File: config.mk
export PLATFORM = sky130hd
export DESIGN_NAME = ncqdh_cmd
export DESIGN_NICKNAME = d
export VERILOG_FILES = /design/src/logic/ncqdh_pkg.sv /design/src/logic/ncqdh_dl_if.sv /design/src/logic/ncqdh_deadline_mon.sv /design/src/logic/ncqdh_cmd.sv
export VERILOG_INCLUDE_DIRS = /design/src /design/src/logic
export SDC_FILE = /design/constraint.sdc
export NUM_CORES = 1
export LEC_CHECK = 0
export ABC_CLOCK_PERIOD_IN_PS = 3300
export BUFFER_PORTS_ARGS = -buffer_cell sky130_fd_sc_hd__buf_2
export CORE_ASPECT_RATIO = 0.8
export CORE_UTILIZATION = 45
export CTS_CLUSTER_DIAMETER = 30
export DETAILED_ROUTE_END_ITERATION = 8
export PLACE_DENSITY = 0.71
export SLEW_MARGIN = 40
export SYNTH_ARGS = -nofsm -noshare
export SYNTH_HDL_FRONTEND = slang
export SYNTH_SLANG_ARGS = --single-unit
File: constraint.sdc
create_clock -name pclk -period 3.3 [get_ports pclk]
set_input_delay 0.66 -clock pclk [delete_from_list [all_inputs] [get_ports pclk]]
set_output_delay 0.66 -clock pclk [all_outputs]
set_load 0.02 [all_outputs]
File: src/logic/ncqdh_defs.svh
// Offsets, field positions, codes and reset values of the deadline-handling command block.
`ifndef NCQDH_DEFS_SVH
`define NCQDH_DEFS_SVH

// Register byte offsets on the APB port.
`define NCQDH_OFF_FEATURE 8'h00
`define NCQDH_OFF_SECCOUNT 8'h04
`define NCQDH_OFF_SECNUM 8'h08
`define NCQDH_OFF_DEVHEAD 8'h0c
`define NCQDH_OFF_COMMAND 8'h10
`define NCQDH_OFF_STATUS 8'h14
`define NCQDH_OFF_ERROR 8'h18
`define NCQDH_OFF_CTRL 8'h1c
`define NCQDH_OFF_ABTYPE 8'h20
`define NCQDH_OFF_POLICY 8'h24
`define NCQDH_OFF_SDBMASK 8'h28

// Feature byte fields.
`define NCQDH_FEAT_SUB_HI 3
`define NCQDH_FEAT_SUB_LO 0
`define NCQDH_FEAT_WDEADLINE 4
`define NCQDH_FEAT_RDEADLINE 5

// Tag fields: own tag in sector count, target tag in sector number.
`define NCQDH_TAG_HI 7
`define NCQDH_TAG_LO 3

// Control and policy bits.
`define NCQDH_CTRL_NCQ_EN 0
`define NCQDH_POL_WR 0
`define NCQDH_POL_RD 1
`define NCQDH_ABTYPE_HI 3

// Codes.
`define NCQDH_CMD_QMGMT 8'h63
`define NCQDH_SUB_DEADLINE 4'h1
`define NCQDH_PRIORITY_ISOCH 2'h1

// Status byte positions.
`define NCQDH_ST_BUSY 7
`define NCQDH_ST_READY 6
`define NCQDH_ST_FAULT 5
`define NCQDH_ST_SEEKDONE 4
`define NCQDH_ST_DATAREQ 3
`define NCQDH_ST_ERR 0

// Error byte positions.
`define NCQDH_ER_ABORTED 2

// Reset values.
`define NCQDH_RST_BYTE 8'h00
`define NCQDH_RST_STATUS 8'h50
`define NCQDH_RST_WORD 32'h0000_0000

`endif

File: src/logic/ncqdh_pkg.sv
// Types shared by the deadline-handling command block.
package ncqdh_pkg;
   typedef enum logic [1:0] {
      st_idle,
      st_eval,
      st_send
   } ncqdh_state_t;

   typedef logic [4:0] ncqdh_tag_t;
endpackage

File: src/logic/ncqdh_dl_if.sv
// Carrier between the command decoder and the deadline monitor.
`timescale 1ns/100ps
interface ncqdh_dl_if;
   logic policy_load;
   logic policy_wr;
   logic policy_rd;
   logic miss_valid;
   logic miss_write;
   logic [1:0] miss_priority;
   logic wr_enf;
   logic rd_enf;
   logic abort_all;

   modport ctl (
      output policy_load, policy_wr, policy_rd, miss_valid, miss_write, miss_priority,
      input wr_enf, rd_enf, abort_all
   );
   modport mon (
      input policy_load, policy_wr, policy_rd, miss_valid, miss_write, miss_priority,
      output wr_enf, rd_enf, abort_all
   );
endinterface

File: src/logic/ncqdh_deadline_mon.sv
// Holds the read and write deadline policies and decides when a missed deadline aborts all.
`timescale 1ns/100ps
`include "ncqdh_defs.svh"
module ncqdh_deadline_mon (
   // Clock and reset.
   input wire logic pclk,
   input wire logic presetn,
   // Link to the command decoder.
   ncqdh_dl_if.mon dl
);
   logic wr_enf_ff, nxt_wr_enf;
   logic rd_enf_ff, nxt_rd_enf;
   logic abort_ff, nxt_abort;
   logic iso;

   // Policies change only when a deadline-handling command completes cleanly.
   always_comb begin
      nxt_wr_enf = wr_enf_ff;
      nxt_rd_enf = rd_enf_ff;
      if (dl.policy_load) begin
         nxt_wr_enf = dl.policy_wr;
         nxt_rd_enf = dl.policy_rd;
      end
   end

   // A miss on a command of another priority never aborts, whatever the policy says.
   assign iso = (dl.miss_priority == `NCQDH_PRIORITY_ISOCH);

   // With a policy bit clear the miss is tolerated and simply passes.
   always_comb begin
      nxt_abort = 1'b0;
      if (dl.miss_valid && iso) begin
         if (dl.miss_write) begin
            nxt_abort = wr_enf_ff;
         end else begin
            nxt_abort = rd_enf_ff;
         end
      end
   end

   // Registers of the monitor.
   always_ff @(posedge pclk or negedge presetn) begin
      if (!presetn) begin
         wr_enf_ff <= 1'b0;
         rd_enf_ff <= 1'b0;
         abort_ff <= 1'b0;
      end else begin
         wr_enf_ff <= nxt_wr_enf;
         rd_enf_ff <= nxt_rd_enf;
         abort_ff <= nxt_abort;
      end
   end

   assign dl.wr_enf = wr_enf_ff;
   assign dl.rd_enf = rd_enf_ff;
   assign dl.abort_all = abort_ff;
endmodule

File: src/logic/ncqdh_cmd.sv
// Deadline-handling queue-management command decoder with APB shadow registers.
//
// Added by the designer: the register addresses and the APB register port.
`timescale 1ns/100ps
`include "ncqdh_defs.svh"
module ncqdh_cmd #(
   parameter int QUEUE_DEPTH = 32,
   parameter int ABORT_TYPES = 2
) (
   // Clock and reset.
   input wire logic pclk,
   input wire logic presetn,
   // APB slave.
   input wire logic [7:0] paddr,
   input wire logic psel,
   input wire logic penable,
   input wire logic pwrite,
   input wire logic [31:0] pwdata,
   output logic [31:0] prdata,
   output logic pready,
   output logic pslverr,
   // Other queued completions offered by the queue engine.
   input wire logic [31:0] other_done_mask,
   output logic other_done_taken,
   // Set Device Bits FIS request toward the transport.
   output logic sdb_valid,
   input wire logic sdb_ready,
   output logic [31:0] sdb_done_mask,
   output logic [7:0] sdb_status_flags,
   output logic [7:0] sdb_error_flags,
   // Completion timer misses reported by the queued-command engine.
   input wire logic deadline_miss,
   input wire logic deadline_miss_write,
   input wire logic [1:0] deadline_miss_priority,
   output logic abort_all_outstanding
);
   ncqdh_dl_if dl();

   ncqdh_pkg::ncqdh_state_t state_ff, nxt_state;
   logic [7:0] feature_ff, nxt_feature;
   logic [7:0] seccount_ff, nxt_seccount;
   logic [7:0] secnum_ff, nxt_secnum;
   logic [7:0] devhead_ff, nxt_devhead;
   logic [7:0] command_ff, nxt_command;
   logic [7:0] abtype_ff, nxt_abtype;
   logic ncq_en_ff, nxt_ncq_en;
   logic [7:0] status_ff, nxt_status;
   logic [7:0] error_ff, nxt_error;
   logic [31:0] mask_ff, nxt_mask;
   logic [31:0] prdata_ff, nxt_prdata;
   logic wr_acc, setup, busy, reject;
   ncqdh_pkg::ncqdh_tag_t own_tag, target_tag;

   // Known offsets; anything else answers with an error.
   function automatic logic addr_mapped(input logic [7:0] a);
      case (a)
         `NCQDH_OFF_FEATURE, `NCQDH_OFF_SECCOUNT, `NCQDH_OFF_SECNUM, `NCQDH_OFF_DEVHEAD,
         `NCQDH_OFF_COMMAND, `NCQDH_OFF_STATUS, `NCQDH_OFF_ERROR, `NCQDH_OFF_CTRL,
         `NCQDH_OFF_ABTYPE, `NCQDH_OFF_POLICY, `NCQDH_OFF_SDBMASK: addr_mapped = 1'b1;
         default: addr_mapped = 1'b0;
      endcase
   endfunction

   // The target tag is usable only below the queue depth the device reports.
   function automatic logic tag_ok(input ncqdh_pkg::ncqdh_tag_t t);
      tag_ok = ({27'h0, t} < 32'(QUEUE_DEPTH));
   endfunction

   // Zero-wait slave: read data is captured in the setup cycle, so pready is never held low.
   assign setup = psel && !penable;
   assign pready = psel && penable;
   assign pslverr = psel && penable && !addr_mapped(paddr);
   assign wr_acc = psel && penable && pwrite && addr_mapped(paddr);
   assign busy = (state_ff != ncqdh_pkg::st_idle);
   assign prdata = prdata_ff;

   assign own_tag = seccount_ff[`NCQDH_TAG_HI:`NCQDH_TAG_LO];
   assign target_tag = secnum_ff[`NCQDH_TAG_HI:`NCQDH_TAG_LO];

   // Every abort cause is checked together; any one is enough.
   always_comb begin
      reject = 1'b0;
      if (!ncq_en_ff) reject = 1'b1;
      if (command_ff != `NCQDH_CMD_QMGMT) reject = 1'b1;
      if (feature_ff[`NCQDH_FEAT_SUB_HI:`NCQDH_FEAT_SUB_LO] != `NCQDH_SUB_DEADLINE) begin
         reject = 1'b1;
      end
      if (target_tag == own_tag) reject = 1'b1;
      if (!tag_ok(target_tag)) reject = 1'b1;
      if ({24'h0, abtype_ff} >= 32'(ABORT_TYPES)) reject = 1'b1;
   end

   // Read data mux, sampled in the setup cycle of a read.
   always_comb begin
      nxt_prdata = prdata_ff;
      if (setup && !pwrite) begin
         case (paddr)
            `NCQDH_OFF_FEATURE: nxt_prdata = {24'h0, feature_ff};
            `NCQDH_OFF_SECCOUNT: nxt_prdata = {24'h0, seccount_ff};
            `NCQDH_OFF_SECNUM: nxt_prdata = {24'h0, secnum_ff};
            `NCQDH_OFF_DEVHEAD: nxt_prdata = {24'h0, devhead_ff};
            `NCQDH_OFF_COMMAND: nxt_prdata = {24'h0, command_ff};
            `NCQDH_OFF_STATUS: nxt_prdata = {24'h0, status_ff};
            `NCQDH_OFF_ERROR: nxt_prdata = {24'h0, error_ff};
            `NCQDH_OFF_CTRL: nxt_prdata = {31'h0, ncq_en_ff};
            `NCQDH_OFF_ABTYPE: nxt_prdata = {24'h0, abtype_ff};
            `NCQDH_OFF_POLICY: nxt_prdata = {30'h0, dl.rd_enf, dl.wr_enf};
            `NCQDH_OFF_SDBMASK: nxt_prdata = mask_ff;
            default: nxt_prdata = `NCQDH_RST_WORD;
         endcase
      end
   end

   // Shadow block writes; the command block is frozen while a command is in flight.
   always_comb begin
      nxt_feature = feature_ff;
      nxt_seccount = seccount_ff;
      nxt_secnum = secnum_ff;
      nxt_devhead = devhead_ff;
      nxt_abtype = abtype_ff;
      nxt_ncq_en = ncq_en_ff;
      if (wr_acc && !busy) begin
         case (paddr)
            `NCQDH_OFF_FEATURE: nxt_feature = pwdata[7:0];
            `NCQDH_OFF_SECCOUNT: nxt_seccount = pwdata[7:0];
            `NCQDH_OFF_SECNUM: nxt_secnum = pwdata[7:0];
            `NCQDH_OFF_DEVHEAD: nxt_devhead = pwdata[7:0];
            `NCQDH_OFF_ABTYPE: nxt_abtype = {4'h0, pwdata[`NCQDH_ABTYPE_HI:0]};
            `NCQDH_OFF_CTRL: nxt_ncq_en = pwdata[`NCQDH_CTRL_NCQ_EN];
            default: nxt_ncq_en = ncq_en_ff;
         endcase
      end
   end

   // Command sequence: a write to the command offset starts it, the FIS handshake ends it.
   always_comb begin
      nxt_state = state_ff;
      nxt_command = command_ff;
      nxt_status = status_ff;
      nxt_error = error_ff;
      nxt_mask = mask_ff;
      dl.policy_load = 1'b0;
      other_done_taken = 1'b0;
      case (state_ff)
         ncqdh_pkg::st_idle: begin
            if (wr_acc && paddr == `NCQDH_OFF_COMMAND) begin
               nxt_command = pwdata[7:0];
               nxt_status = 8'h00;
               nxt_status[`NCQDH_ST_BUSY] = 1'b1;
               nxt_error = `NCQDH_RST_BYTE;
               nxt_state = ncqdh_pkg::st_eval;
            end
         end
         ncqdh_pkg::st_eval: begin
            // Completions the engine offers ride along in this FIS, whatever the outcome.
            other_done_taken = 1'b1;
            nxt_mask = other_done_mask;
            nxt_status = 8'h00;
            nxt_status[`NCQDH_ST_READY] = 1'b1;
            nxt_status[`NCQDH_ST_SEEKDONE] = 1'b1;
            if (reject) begin
               nxt_error[`NCQDH_ER_ABORTED] = 1'b1;
               nxt_status[`NCQDH_ST_ERR] = 1'b1;
            end else begin
               nxt_mask[own_tag] = 1'b1;
               dl.policy_load = 1'b1;
            end
            nxt_state = ncqdh_pkg::st_send;
         end
         ncqdh_pkg::st_send: begin
            if (sdb_ready) begin
               nxt_state = ncqdh_pkg::st_idle;
            end
         end
         default: nxt_state = ncqdh_pkg::st_idle;
      endcase
   end

   // Registers of the decoder.
   always_ff @(posedge pclk or negedge presetn) begin
      if (!presetn) begin
         state_ff <= ncqdh_pkg::st_idle;
         feature_ff <= `NCQDH_RST_BYTE;
         seccount_ff <= `NCQDH_RST_BYTE;
         secnum_ff <= `NCQDH_RST_BYTE;
         devhead_ff <= `NCQDH_RST_BYTE;
         command_ff <= `NCQDH_RST_BYTE;
         abtype_ff <= `NCQDH_RST_BYTE;
         ncq_en_ff <= 1'b0;
         status_ff <= `NCQDH_RST_STATUS;
         error_ff <= `NCQDH_RST_BYTE;
         mask_ff <= `NCQDH_RST_WORD;
         prdata_ff <= `NCQDH_RST_WORD;
      end else begin
         state_ff <= nxt_state;
         feature_ff <= nxt_feature;
         seccount_ff <= nxt_seccount;
         secnum_ff <= nxt_secnum;
         devhead_ff <= nxt_devhead;
         command_ff <= nxt_command;
         abtype_ff <= nxt_abtype;
         ncq_en_ff <= nxt_ncq_en;
         status_ff <= nxt_status;
         error_ff <= nxt_error;
         mask_ff <= nxt_mask;
         prdata_ff <= nxt_prdata;
      end
   end

   // The FIS carries the registered outcome so its fields hold steady through back-pressure.
   assign sdb_valid = (state_ff == ncqdh_pkg::st_send);
   assign sdb_done_mask = mask_ff;
   assign sdb_status_flags = status_ff;
   assign sdb_error_flags = error_ff;

   // New policies come straight from the feature byte of the accepted command.
   assign dl.policy_wr = feature_ff[`NCQDH_FEAT_WDEADLINE];
   assign dl.policy_rd = feature_ff[`NCQDH_FEAT_RDEADLINE];
   assign dl.miss_valid = deadline_miss;
   assign dl.miss_write = deadline_miss_write;
   assign dl.miss_priority = deadline_miss_priority;
   assign abort_all_outstanding = dl.abort_all;

   ncqdh_deadline_mon u_mon (
      .pclk(pclk),
      .presetn(presetn),
      .dl(dl)
   );
endmodule

==> key figures <==
Run status
  – Status: complete, no violations

STA
  – RSZ-0062 raised after global routing: false
  – Final hold vios: 0
  – Final setup vio count: 0
  – Achievable Freq: roughly 370 MHz
  – Max-Slew Margin vs Limit: 0.497
  – Setup ws final: 0.614 ns
  – Setup TNS: 0 ns
  – Worst-margin pin slew: between 0.7 and 0.8 ns
  – Slew Viols, Final: 0
  – Fin crit share: 0.814
  – Clock period minus worst slack: around 2.7 ns
  – Clk_skew: 0.00673 ns

Floorplanning
  – Initial Utilization: 0.470
  – Core Region: 0.0124 mm²
  – Die width: around 130 µm
  – Die area: 0.0135 mm²
  – Die outline height: about 100 µm
  – Top-Level Pins: between 150 and 200
  – # rows: 36

Yosys
  – Post-synth top flop: dfrtp_1
  – Number of synthesized flops with an enable pin: 0
  – Commonest cells post-synth: dfrtp_1, nor2_1, mux2_2
  – Cells after Synth: approximately 530
  – Yosys reg bits: roughly 120
  – Most numerous cell in the Yosys netlist: dfrtp_1
  – Synth Cell Area: approximately 0.0058 mm²
  – Post-synth top area share: 0.501
  – Synth area leader: dfrtp_1
  – Yosys warning count: 0
  – Sequential fraction of the synthesis area: 0.505
  – Synth unique cells: ~60
  – Async SR Flop Fraction: 1.00
  – Avg Inst Size Synth: about 11 µm²
  – Most area-consuming cells after synthesis: dfrtp_1, mux2_2, o2111ai_1

Critical path
  – Crit-path most repeated cell: buf_2
  – Critical path launch point type: input port
  – Worst r2r dst: sdb_done_mask[17]
  – CP Depth: 5
  – Crit end category: output pin
  – Crit-path max FO: 9
  – Data arrival, critical path: 2.03 ns
  – Setup crit end: pslverr
  – R2r worst-path depth: 5
  – Cell family with most CP delay: simple AND/OR/NAND/NOR gates
  – Cell Chain, Critical Path: buf_2, or4_1, a21oi_1, nor2b_1, buf_2
  – CP bufs+invs: 2
  – Worst flop-to-flop path startpoint: seccount_ff[4]
  – Kind of critical path: input port to output pin
  – Worst EP required: around 2.6 ns
  – CP Launch Point: paddr[7]
  – CP max stage cell: or4_1
  – Crit-path max cell delay: 0.72 ns
  – R2r setup slk: 1.07 ns

CTS
  – CTS Buf Count: 17
  – Clock Pin Slew Worst Setup and Hold Paths: approximately 0.050 ns
  – H-tree levels: 4
  – Root Driver: clkbuf_16
  – Hold-fix buffers, CTS: 0
  – Clk Latency, worst-skew pair: 0.42 ns
  – Largest buffer count on any clock path: 2
  – CTS tree: yes
  – TritonCTS Sinks: around 120
  – Number of gates resized after cts: 0
  – Number of post-CTS setup repair buffers: 0

Global routing
  – Vias in the first global route: ~4600
  – Grt ovf: 0
  – Initial antenna violation count: 0
  – Largest net degree at the start of global routing: 39
  – Global-route wire length before repair: between 20 and 30 mm
  – All-layer global routing usage: 0.261

Flow run
  – Max_cap viols: 0

Routing
  – DR vias/cell: 5.79
  – Vias: 4903
  – Drt wl/cell: around 20 µm
  – DRT Pass-1 Iters: 5
  – DRT Wirelength: 16.6 mm
  – DRC violations left: 0
  – Initial DRC count: 455
  – Antenna Nets Post-Route: 0

Power
  – Worst IR Drop VDD: ~380 µV
  – Cell Pwr Density: 499 mW/mm²
  – Leakage: about 3.4 nW

Placed design
  – PortBufs: 131
  – Gp weighted congestion: 0.889
  – Pre-CTS WS: 0.623 ns
  – HPWL Detailed: about 12 mm

Layout
  – ANT cells: 0
  – Layout area overhead: 24.3%
  – Layout Nets: between 700 and 800
  – Register area: just under 0.003 mm²
  – Area of the multi-input gates: between 0.002 and 0.003 mm²
  – Share of layout cells above drive strength 1: 0.371
  – FILL cells: approximately 1100

Hold path
  – Hold Path Class: input port to asynchronous set/reset pin
==> state kept, by name, indices dropped and copies added (netlist names), 2 cells and up <==
signal and cells:
devhead_ff 8, feature_ff 8, sdb_done_mask 32, command_ff 8
secnum_ff 8, state_ff 2, prdata 32, sdb_status_flags 3
seccount_ff 8, abtype_ff 4
==> through the flow <==
step	hold slack, ns	cell area [µm²]	utilization	total power [W]	std cells
finish	0.209	7260	0.584	0.00362	847
global route	0.241	7260	0.584	0.00374	847
CTS	0.216	7260	0.584	0.00364	847
detailed placement	0.470	6630	0.534	0.00171	815
global placement	0.462	6630	0.534	0.00170	815
floorplan	0.364	5880	-	0.00160	543
==> cells in the final DEF, fill, tap and decap left out, drive strengths merged, types with 2 or more instances in the layout <==
| cell | Yosys | routed |
|---|---|---|
| a22o | 28 | 28 |
| nand3 | 13 | 13 |
| nand3b | 4 | 4 |
| conb | 1 | 11 |
| and3 | 7 | 7 |
| a211oi | 3 | 3 |
| nand2 | 23 | 23 |
| nor3 | 8 | 8 |
| dfrtp | 117 | 117 |
| o211ai | 4 | 4 |
| inv | 3 | 4 |
| nor2 | 75 | 75 |
| a32oi | 2 | 2 |
| o21ai | 6 | 6 |
| nand2b | 4 | 4 |
| nand4 | 4 | 4 |
| nor3b | 4 | 4 |
| clkinvlp | 0 | 5 |
| mux2i | 5 | 5 |
| o2111ai | 32 | 32 |
| buf | 24 | 149 |
| clkbuf | 24 | 21 |
| nor4b | 3 | 3 |
| a22oi | 4 | 4 |
| bufinv | 0 | 3 |
| clkinv | 1 | 3 |
| xnor2 | 5 | 5 |
| nor4 | 5 | 5 |
| a2bb2oi | 2 | 2 |
| and2 | 3 | 3 |
| mux4 | 3 | 3 |
| a21oi | 35 | 35 |
| nor2b | 7 | 7 |
| or4 | 4 | 4 |
| mux2 | 53 | 53 |
==> worst min path at each step <==
stage                     slack, ns              to  startpoint  cells past startpoint
after detailed placement       0.47       prdata[3]   prdata[3]                      2
after global placement         0.46       prdata[3]   prdata[3]                      2
after global routing           0.24  seccount_ff[5]     presetn                      1
after CTS                      0.22  seccount_ff[5]     presetn                      1
final                          0.21  seccount_ff[5]     presetn                      1
after floorplan                0.36    abtype_ff[0]     presetn                      0
==> final cells by class <==
| class | count | area share |
|---|---|---|
| Sequential cell | 118 | 0.407 |
| Clock buffer | 21 | 0.0661 |
| Timing Repair Buffer | 149 | 0.109 |
| Clock inverter | 11 | 0.0202 |
| Multi-Input combinational cell | 373 | 0.366 |
| Inverter | 4 | 0.00207 |
| Tap cell | 171 | 0.0295 |
==> report_power, final <==
| group | internal (W) | total [W] | switching, W |
|---|---|---|---|
| registers | 0.00146 | 0.00147 | 0.0000127 |
| logic | 0.0000682 | 0.000213 | 0.000145 |
| clock network | 0.00126 | 0.00194 | 0.000671 |
| total | 0.00279 | 0.00362 | 0.000828 |
==> metal layers <==
layer	wire length [µm]	global-route usage
met1	7730	0.380
met2	7390	0.377
met3	1240	0.0597
met4	289	0.101
met5	0	0
==> cell families after synthesis <==
logic type      count (synthesis)  share of synthesized area
flops                         118                      0.505
simple gates                  170                      0.156
buf+inv                        52                     0.0469
compound gates                126                      0.161
other cells                     1                   0.000642
mux                            61                      0.122
xor+xnor                        5                    0.00749
(Power assumes the default switching activity.)
